**config.mk**
```make
export PLATFORM = sky130hd
export DESIGN_NAME = boost_bypass_mode_sequencer
export DESIGN_NICKNAME = d
export VERILOG_FILES = /design/src/common/boost_seq_pkg.sv /design/src/verilog/boost_bypass_mode_sequencer.sv /design/src/verilog/pin_sync.sv
export VERILOG_INCLUDE_DIRS = /design/src /design/src/common
export SDC_FILE = /design/constraint.sdc
export NUM_CORES = 1
export LEC_CHECK = 0
export BUFFER_PORTS_ARGS = -buffer_cell sky130_fd_sc_hd__buf_2
export CAP_MARGIN = 20
export CORE_UTILIZATION = 34
export DETAILED_ROUTE_END_ITERATION = 8
export HOLD_SLACK_MARGIN = 0.12
export PLACE_DENSITY = 0.56
export SYNTH_ARGS = -nofsm -noshare
export SYNTH_HDL_FRONTEND = slang
export SYNTH_SLANG_ARGS = --single-unit
```
**constraint.sdc**
```tcl
create_clock -name clk -period 3.91 [get_ports clk]
set_input_delay 0.782 -clock clk [delete_from_list [all_inputs] [get_ports clk]]
set_output_delay 0.782 -clock clk [all_outputs]
set_load 0.01 [all_outputs]
```
**src/common/boost_seq_consts.svh**
```systemverilog
// Purpose: Timing and encoding constants for the boost mode sequencer.
// Assumes: 100 MHz system clock (10 ns period).
// Notes:   Cycle counts derive from the times.
`ifndef BOOST_SEQ_CONSTS_SVH
`define BOOST_SEQ_CONSTS_SVH

// =====================================================================
// Clock and time base
// =====================================================================
`define CLK_PERIOD_NS        10
`define NS_PER_US            1000
`define NS_PER_MS            1000000

// =====================================================================
// Sequencer timeouts
// =====================================================================
`define LIN_HIGH_TIMEOUT_US  1024
`define SOFTSTART_TIMEOUT_MS 2
`define RESTART_DELAY_MS     1
`define LIN_HIGH_TIMEOUT_CYC ((`LIN_HIGH_TIMEOUT_US * `NS_PER_US) / `CLK_PERIOD_NS)
`define SOFTSTART_TIMEOUT_CYC ((`SOFTSTART_TIMEOUT_MS * `NS_PER_MS) / `CLK_PERIOD_NS)
`define RESTART_DELAY_CYC    ((`RESTART_DELAY_MS * `NS_PER_MS) / `CLK_PERIOD_NS)

// =====================================================================
// Encodings
// =====================================================================
`define ILIM_1A              2'h1
`define ILIM_2A              2'h2
`define ILIM_NONE            2'h0
`define TARGET_3V30          1'h0
`define TARGET_3V55          1'h1
`define RAMP_WIDTH           8
`define RAMP_STEP_CYC        64
`define RAMP_FULL            8'hFF
`define SYNC_RESET_VAL       3'h0

`endif

```
**src/common/boost_seq_pkg.sv**
```systemverilog
// Purpose: Shared types for the boost mode sequencer.
// Assumes: Nothing beyond SystemVerilog.
// Notes:   Numeric constants live in the consts header.
`default_nettype none

package boost_seq_pkg;
   // =====================================================================
   // Sequencer states
   // =====================================================================
   typedef enum logic [3:0] {
      ST_SHUTDOWN,
      ST_WAIT_SUPPLY,
      ST_LIN_LOW,
      ST_LIN_HIGH,
      ST_SOFTSTART,
      ST_BOOST,
      ST_BYPASS,
      ST_FORCED_PASS,
      ST_FAULT
   } seq_state_e;
endpackage

`default_nettype wire

```
**src/verilog/boost_bypass_mode_sequencer.sv**
```systemverilog
// Purpose: Mode and start-up sequencer of a battery boost regulator with bypass.
// Assumes: Analog comparators give digital levels; 100 MHz clock; sys_rst synchronous.
// Notes:   A low enable, once through the pin filter, resets the sequencer to shutdown.
`timescale 1ns/100ps
`default_nettype none
`include "boost_seq_consts.svh"

module boost_bypass_mode_sequencer
   import boost_seq_pkg::*;
#(
   parameter int LIN_HIGH_TIMEOUT_CYC  = `LIN_HIGH_TIMEOUT_CYC,   // Second linear phase limit.
   parameter int SOFTSTART_TIMEOUT_CYC = `SOFTSTART_TIMEOUT_CYC,  // Soft-start limit.
   parameter int RESTART_DELAY_CYC     = `RESTART_DELAY_CYC,      // Fault restart delay.
   parameter int RAMP_STEP_CYC         = `RAMP_STEP_CYC           // Cycles per reference step.
) (
   input  wire logic                    clk,                      // System clock, 100 MHz.
   input  wire logic                    sys_rst,                  // Synchronous reset, active high.
   input  wire logic                    enable,                   // Device enable pin.
   input  wire logic                    force_passthrough_n,      // Forced pass-through, active low.
   input  wire logic                    output_level_select,      // Output target select pin.
   input  wire logic                    input_low_lockout,        // High while input below lockout.
   input  wire logic                    vout_near_vin,            // Output has charged up to input.
   input  wire logic                    vout_at_target,           // Output reached regulation target.
   input  wire logic                    vin_above_target,         // Input exceeds the output target.
   input  wire logic                    overcurrent_guard,        // Inductor current above limit.
   input  wire logic                    temp_above_120c,          // Die hotter than 120C.
   input  wire logic                    temp_below_100c,          // Die cooler than 100C.
   input  wire logic                    temp_shutdown_hi,         // Over-temperature rising trip.
   input  wire logic                    temp_shutdown_clr,        // Below over-temperature falling trip.
   input  wire logic                    pwm_pulse_req,            // Modulator on-pulse request.
   output logic                         boost_low_switch,         // Boost low-side switch gate.
   output logic                         boost_high_switch,        // Boost high-side switch gate.
   output logic                         bypass_switch,            // Bypass switch gate.
   output logic                         linear_charge_phase_low,  // Linear charge at 1A active.
   output logic                         linear_charge_phase_high, // Linear charge at 2A active.
   output logic [1:0]                   charge_current_limit,     // Selected charge limit code.
   output logic [`RAMP_WIDTH-1:0]       reference_ramp,           // Regulation reference level.
   output logic                         target_level,             // Target code, 3.3V or 3.55V.
   output logic                         output_discharge,         // Output discharge path on.
   output logic                         supply_ok_out,            // Power-good level.
   output logic                         supply_ok_oe,             // Power-good open-drain pull-low.
   output logic                         fault_active              // Sequencer is in fault.
);

   // =====================================================================
   // Input synchronisation
   // =====================================================================
   localparam int NPINS = 13;                      // Number of asynchronous inputs.
   logic [NPINS-1:0] raw_pins;                     // Raw pin vector.
   logic [NPINS-1:0] sync_pins;                    // Synchronised pin vector.
   logic en_s, fpn_s, sel_s, input_low_lockout_s, charged_s, attgt_s, vinhi_s; // Synced levels.
   logic oc_s, t120_s, t100_s, tsd_s, tsdclr_s, pulse_s;

   assign raw_pins = {enable, force_passthrough_n, output_level_select, input_low_lockout,
                      vout_near_vin, vout_at_target, vin_above_target, overcurrent_guard,
                      temp_above_120c, temp_below_100c, temp_shutdown_hi, temp_shutdown_clr,
                      pwm_pulse_req};
   assign {en_s, fpn_s, sel_s, input_low_lockout_s, charged_s, attgt_s, vinhi_s, oc_s,
           t120_s, t100_s, tsd_s, tsdclr_s, pulse_s} = sync_pins;

   // All comparator and pin levels pass the three-stage filter.
   pin_sync #(
      .WIDTH   (NPINS)
   ) u_sync (
      .clk     (clk),
      .sys_rst (sys_rst),
      .pin_in  (raw_pins),
      .pin_out (sync_pins)
   );

   // =====================================================================
   // State and counters
   // =====================================================================
   seq_state_e              state_q, state_d;      // Sequencer state.
   logic [31:0]             timer_q;               // Shared state timer.
   logic [15:0]             step_q;                // Ramp step prescaler.
   logic [`RAMP_WIDTH-1:0]  ramp_q;                // Soft-start reference.
   logic                    otp_latch_q;           // Over-temperature latch.
   logic                    hot_q;                 // Hot-die power-good hold.
   logic                    oc_block_q;            // Pulse suppression active.
   logic                    entering;              // State changes this cycle.
   logic                    disabled;              // Enable low, full reset.

   assign disabled = sys_rst || !en_s;
   assign entering = (state_d != state_q);

   // Timeout expiry test shared by the timed states.
   function automatic logic expired(input logic [31:0] t, input int limit);
      expired = (t >= 32'(limit - 1));
   endfunction

   // Next-state logic.
   always_comb begin
      state_d = state_q;
      case (state_q)
         ST_SHUTDOWN: begin
            if (!fpn_s) begin
               state_d = ST_FORCED_PASS;
            end else begin
               state_d = ST_WAIT_SUPPLY;
            end
         end
         ST_WAIT_SUPPLY: begin
            if (!fpn_s) begin
               state_d = ST_FORCED_PASS;
            end else if (!input_low_lockout_s) begin
               state_d = ST_LIN_LOW;
            end
         end
         ST_LIN_LOW: begin
            if (!fpn_s) begin
               state_d = ST_FORCED_PASS;
            end else if (charged_s) begin
               state_d = ST_LIN_HIGH;
            end
         end
         ST_LIN_HIGH: begin
            if (!fpn_s) begin
               state_d = ST_FORCED_PASS;
            end else if (expired(timer_q, LIN_HIGH_TIMEOUT_CYC)) begin
               state_d = ST_FAULT;
            end else if (charged_s && input_low_lockout_s == 1'b0) begin
               state_d = ST_SOFTSTART;
            end
         end
         ST_SOFTSTART: begin
            if (!fpn_s) begin
               state_d = ST_FORCED_PASS;
            end else if (expired(timer_q, SOFTSTART_TIMEOUT_CYC)) begin
               state_d = ST_FAULT;
            end else if (attgt_s && ramp_q == `RAMP_FULL) begin
               state_d = vinhi_s ? ST_BYPASS : ST_BOOST;
            end
         end
         ST_BOOST: begin
            if (!fpn_s) begin
               state_d = ST_FORCED_PASS;
            end else if (vinhi_s) begin
               state_d = ST_BYPASS;
            end
         end
         ST_BYPASS: begin
            if (!fpn_s) begin
               state_d = ST_FORCED_PASS;
            end else if (!vinhi_s) begin
               state_d = ST_BOOST;
            end
         end
         ST_FORCED_PASS: begin
            if (fpn_s) begin
               state_d = ST_WAIT_SUPPLY;
            end
         end
         ST_FAULT: begin
            if (expired(timer_q, RESTART_DELAY_CYC)) begin
               state_d = ST_WAIT_SUPPLY;
            end
         end
         default: begin
            state_d = ST_SHUTDOWN;
         end
      endcase
   end

   // State register; enable low forces shutdown at once.
   always_ff @(posedge clk) begin
      if (disabled) begin
         state_q <= ST_SHUTDOWN;
      end else begin
         state_q <= state_d;
      end
   end

   // Timer counts clock cycles, cleared on entry to each state.
   always_ff @(posedge clk) begin
      if (disabled || entering) begin
         timer_q <= 32'h0;
      end else if (timer_q != 32'hFFFFFFFF) begin
         timer_q <= timer_q + 32'h1;
      end
   end

   // =====================================================================
   // Soft-start reference ramp
   // =====================================================================
   // The reference climbs one step per prescaler period while in soft-start.
   always_ff @(posedge clk) begin
      if (disabled || state_q != ST_SOFTSTART) begin
         step_q <= 16'h0;
      end else if (step_q == 16'(RAMP_STEP_CYC - 1)) begin
         step_q <= 16'h0;
      end else begin
         step_q <= step_q + 16'h1;
      end
   end

   // Ramp holds full scale in boost and bypass; zero in the other states outside soft-start.
   always_ff @(posedge clk) begin
      if (disabled) begin
         ramp_q <= `RAMP_WIDTH'h0;
      end else if (state_q == ST_BOOST || state_q == ST_BYPASS) begin
         ramp_q <= `RAMP_FULL;
      end else if (state_q != ST_SOFTSTART) begin
         ramp_q <= `RAMP_WIDTH'h0;
      end else if (step_q == 16'(RAMP_STEP_CYC - 1) && ramp_q != `RAMP_FULL) begin
         ramp_q <= ramp_q + `RAMP_WIDTH'h1;
      end
   end

   // =====================================================================
   // Protection latches
   // =====================================================================
   // Over-temperature latch: set wins over clear.
   always_ff @(posedge clk) begin
      if (disabled) begin
         otp_latch_q <= 1'b0;
      end else if (tsd_s) begin
         otp_latch_q <= 1'b1;
      end else if (tsdclr_s) begin
         otp_latch_q <= 1'b0;
      end
   end

   // Hot-die hysteresis for power-good.
   always_ff @(posedge clk) begin
      if (disabled) begin
         hot_q <= 1'b0;
      end else if (t120_s) begin
         hot_q <= 1'b1;
      end else if (t100_s) begin
         hot_q <= 1'b0;
      end
   end

   // Over-current blocks pulses until one cycle after the current indication clears.
   always_ff @(posedge clk) begin
      if (disabled) begin
         oc_block_q <= 1'b0;
      end else begin
         oc_block_q <= oc_s;
      end
   end

   // =====================================================================
   // Switch and status outputs
   // =====================================================================
   logic regulating;                               // Boost switching allowed.
   logic pulse_ok;                                 // On-pulse permitted.
   assign regulating = (state_q == ST_SOFTSTART || state_q == ST_BOOST) && !otp_latch_q;
   assign pulse_ok   = pulse_s && !oc_block_q && !oc_s;

   // Power switch gates; all off in shutdown and fault.
   always_ff @(posedge clk) begin
      if (disabled) begin
         boost_low_switch  <= 1'b0;
         boost_high_switch <= 1'b0;
         bypass_switch     <= 1'b0;
      end else begin
         boost_low_switch  <= regulating && pulse_ok;
         boost_high_switch <= regulating && !pulse_ok;
         bypass_switch     <= (state_q == ST_BYPASS && !otp_latch_q)
                              || state_q == ST_FORCED_PASS;
      end
   end

   // Linear charge phases and their current limit code.
   always_ff @(posedge clk) begin
      if (disabled) begin
         linear_charge_phase_low  <= 1'b0;
         linear_charge_phase_high <= 1'b0;
         charge_current_limit     <= `ILIM_NONE;
      end else begin
         linear_charge_phase_low  <= (state_q == ST_LIN_LOW);
         linear_charge_phase_high <= (state_q == ST_LIN_HIGH);
         if (state_q == ST_LIN_LOW) begin
            charge_current_limit <= `ILIM_1A;
         end else if (state_q == ST_LIN_HIGH) begin
            charge_current_limit <= `ILIM_2A;
         end else begin
            charge_current_limit <= `ILIM_NONE;
         end
      end
   end

   // Reference, target and discharge.
   always_ff @(posedge clk) begin
      if (sys_rst) begin
         reference_ramp   <= `RAMP_WIDTH'h0;
         target_level     <= `TARGET_3V30;
         output_discharge <= 1'b1;
      end else begin
         reference_ramp   <= ramp_q;
         target_level     <= sel_s ? `TARGET_3V55 : `TARGET_3V30;
         output_discharge <= !en_s;
      end
   end

   // Power-good and fault flags.
   always_ff @(posedge clk) begin
      if (disabled) begin
         supply_ok_out <= 1'b0;
         supply_ok_oe  <= 1'b1;
         fault_active  <= 1'b0;
      end else begin
         supply_ok_out <= (state_q == ST_BOOST || state_q == ST_BYPASS)
                          && !hot_q && !otp_latch_q && !oc_s;
         supply_ok_oe  <= !((state_q == ST_BOOST || state_q == ST_BYPASS)
                          && !hot_q && !otp_latch_q && !oc_s);
         fault_active  <= (state_q == ST_FAULT);
      end
   end

endmodule // boost_bypass_mode_sequencer

`default_nettype wire

```
**src/verilog/pin_sync.sv**
```systemverilog
// Purpose: Three-stage synchroniser with agreement filter for pin inputs.
// Assumes: Inputs are asynchronous to clk.
// Notes:   The first stage feeds only the second stage.
`timescale 1ns/100ps
`default_nettype none
`include "boost_seq_consts.svh"

module pin_sync #(
   parameter int WIDTH = 1                         // Number of pins synchronised.
) (
   input  wire logic             clk,              // System clock.
   input  wire logic             sys_rst,          // Synchronous reset, active high.
   input  wire logic [WIDTH-1:0] pin_in,           // Raw asynchronous pins.
   output logic      [WIDTH-1:0] pin_out           // Filtered synchronous levels.
);

   // =====================================================================
   // Per-bit synchroniser
   // =====================================================================
   genvar g;
   generate
      for (g = 0; g < WIDTH; g++) begin : g_bit
         logic [2:0] stage_q;                      // Stage 0 is metastable-exposed.
         logic       level_q;                      // Accepted level.

         // Shift the pin through three flops.
         always_ff @(posedge clk) begin
            if (sys_rst) begin
               stage_q <= `SYNC_RESET_VAL;
            end else begin
               stage_q <= {stage_q[1:0], pin_in[g]};
            end
         end

         // Accept a change only once the second and third stages agree.
         always_ff @(posedge clk) begin
            if (sys_rst) begin
               level_q <= 1'b0;
            end else if (stage_q[1] == stage_q[2]) begin
               level_q <= stage_q[2];
            end
         end

         assign pin_out[g] = level_q;
      end
   endgenerate

endmodule // pin_sync

`default_nettype wire
```
==> qor.txt <==
Post-Synthesis Cells: 594
Pwr Total: 2.97 mW
Worst r2r src: timer_q[0]
Post-Synthesis Cell Area: 5340 µm²
Max IR drop VDD: 0.000266 V
R2r endpoint: timer_q[19]
Part of the cycle the worst path needs: 82.4%
Max-Cap Viols: 0
Total routed wirelength: 10,700 µm
Share of layout cells above drive strength 1: 12.5%
Crit-path cells: ha_1, nand3_1, o31ai_2, a2111oi_4, or2_1, o41a_1, o2111ai_4, nor2_1
DRT iter0 DRCs: 221
Min-delay worst type: reg -> reg
WHS Endpoint: u_sync.g_bit[0].stage_q[1]
Ys flop type: dfxtp_1
FP Rows: 45
Design area: 6260 µm²
Antenna violations before repair: 0
Mapped Nets: 612
Gr usage total: 13.9%
Pre-antenna DRT Iters: 4
CTS Buf Count: 17
Mapped Avg Cell Area: 8.99 µm²
Final net count: 644
# resized after CTS: 0
Placed Area: 5680 µm²
Ant diodes: 0
Post-detail-place hpwl: 7220 µm
Area of the multi-input gates: 2500 µm²
Worst setup margin: 0.688 ns
Fin. Hold Viols: 0
Worst path slowest cell: o2111ai_4
Hold Buf Count CTS: 0
RSZ-0062 raised after global routing: false
Pwr dens: 475 nW/µm²
Die footprint: 16,200 µm²
Clk_skew: 0.0130 ns
EDFF count, synth: 0
Period minus WS final: 3.22 ns
DP Worst Slack: 0.687 ns
I/O pins: 35
Clk Latency, worst-skew pair: 0.43 ns
Setup TNS: 0 ns
H-tree depth: 4
Largest net degree at the start of global routing: 62
Maximum net fanout on the critical path: 32
Final setup fails: 0
Synth warn: 0
Fin. max-slew vios: 0
Hold path depth: 1
Yosys reg bits: 134
CP max stage delay: 0.72 ns
Fillers: 1,522
Slew margin rel.: 42.4%
Hold Crit Start: u_sync.g_bit[0].stage_q[0]
Yosys top cell area share: 50.2%
IO Port Bufs: 34
R2R depth: 8
Gr ovfl total: 0
Wirelength per Cell: 12.6 µm
First-pass GRT wire length: 17,700 µm
DRC: 0
Synth area leaders: dfxtp_1 (50%), nor2b_1 (6.2%), nor2_1 (5.9%)
Critical Path End Type: flip-flop
Placer congestion estimate: 0.846
Setup slack, reg-to-reg: 0.69 ns
Area growth, synth to finish: 17.2%
Synth area leader: dfxtp_1
Clock Path Buffers: 2
Run status: complete, no violations
Vias: 4,040
Die Wd: 127 µm
Post-CTS setup buffers: 0
Clk sink count: 134
Initial Util: 35.0%
Asr flop ratio synth: 0%
Worst Path Required: 4.17 ns
Core Region: 15,300 µm²
WS Path Type: reg -> reg
Vias in the first global route: 3,712
Peak Freq: 0.310 GHz
Storage cell area: 2680 µm²
Sequential element share of the synthesized area: 50.2%
CTS tree: built
Detail Route Antenna Nets: 0
Vias/cell: 4.75
Die H: 127 µm
Worst path arrival time: 3.49 ns
P_leak: 2.18 nW
Post-synth cell types: 52
Clk root buf: clkbuf_16
Worst-Margin Slew: 0.864 ns
Clock transition at the registers of the reported paths: 0.06 ns
CP startpoint kind: flip-flop
[report_power, final]
group	switching [mW]	internal, mW
clock network	0.653	0.900
registers	0.00609	1.38
logic	0.0158	0.0150
total	0.675	2.30
[synthesized netlist by cell type (3+ instances only)]
library cell / n
nand4_1: 14
nor4_1: 6
o21ai_0: 25
xnor2_1: 19
or4_1: 3
nor2b_1: 53
and4_1: 6
or3_1: 3
xor2_1: 27
nor3_1: 17
buf_6: 3
a21oi_1: 35
dfxtp_1: 134
and3_1: 5
or2_2: 3
clkbuf_1: 17
inv_1: 10
a211oi_1: 3
ha_1: 3
nand3_1: 27
and2_1: 6
nand2_1: 51
nor2_1: 84
nand2b_1: 4
[worst max path at each step]
| stage | endpoint | startpoint | slack (ns) |
|---|---|---|---|
| final | timer_q[19] | timer_q[0] | 0.69 |
| after global routing | timer_q[28] | timer_q[0] | 0.44 |
| after CTS | timer_q[28] | timer_q[0] | 0.67 |
| after detailed placement | timer_q[7] | timer_q[0] | 0.69 |
| after global placement | timer_q[29] | timer_q[0] | 0.83 |
| after floorplan | timer_q[4] | timer_q[0] | 1.39 |
[metrics by stage]
step / util [%] / hold slack, ns / std cells
floorplan: - / 0.414 / 594
global placement: 37.2 / 0.419 / 818
detailed placement: 37.2 / 0.427 / 818
CTS: 41.0 / 0.442 / 850
global route: 41.0 / 0.455 / 850
finish: 41.0 / 0.436 / 850
[cells by family (layout without fill, tap and decap cells)]
family,Yosys count,in the layout,synth area share [%]
mux,1,1,0.187
buf+inv,35,80,3.00
flops,134,134,50.2
xor+xnor,46,46,7.54
simple gates,295,295,28.8
compound gates,80,80,9.51
fa+ha+maj,3,3,0.703
[sequential cells by signal (all words and copies together), names as in the netlist, 4 cells and up]
register	count
timer_q	32
u_sync.g_bit.stage_q	39
step_q	16
state_q	4
ramp_q	8
u_sync.g_bit.level_q	13
reference_ramp	8
[metal layers]
metal	share of wire (%)	global-route usage (%)	up-vias
met1	48	17.4	1875
met4	1.7	7.42	0
met5	0	0	-
li1	-	-	2078
met3	3.4	3.73	15
met2	47	21.6	72
[critical path, delay by kind of cell (launching register included)]
kind,cells,cell delay (ns)
adders and majority gates,1,0.24
AOI/OAI and AO/OA,4,1.82
DFF,1,0.41
and+or+nand+nor,3,0.58
[cell type report]
| cell class | count | area share [%] |
|---|---|---|
| Clock buffer | 17 | 6.80 |
| Clock inverter | 15 | 2.48 |
| Inverter | 11 | 0.660 |
| Multi-Input combinational cell | 425 | 39.9 |
| Sequential cell | 134 | 42.9 |
| Tap cell | 211 | 4.22 |
| Timing Repair Buffer | 37 | 3.08 |
[layout by cell type (no fill, tap or decap), types with 2 or more instances in the layout]
cell,synthesis,layout
and4_1,6,6
nand2_1,51,51
and3_1,5,5
nor4b_4,2,2
o21ai_0,25,25
nand3_1,27,27
dfxtp_1,134,134
clkinv_4,0,2
a21oi_1,35,35
or2_1,2,2
buf_4,1,3
nor3_1,17,17
or4_1,3,3
inv_6,0,8
inv_1,10,10
and2_1,6,6
clkbuf_16,0,17
nand4_1,14,14
clkinvlp_4,0,2
nor4_1,6,6
a31oi_1,2,2
o41a_1,2,2
ha_1,3,3
nor4b_1,2,2
and4bb_2,2,2
or2_2,3,3
a211oi_1,3,3
a22oi_1,2,2
or3_1,3,3
nor2b_1,53,53
buf_2,2,34
xnor2_1,19,19
xor2_1,27,27
nor2_1,84,84
nand2b_1,4,4
inv_8,0,2
No activity file was read; power rests on OpenSTA's default activity.
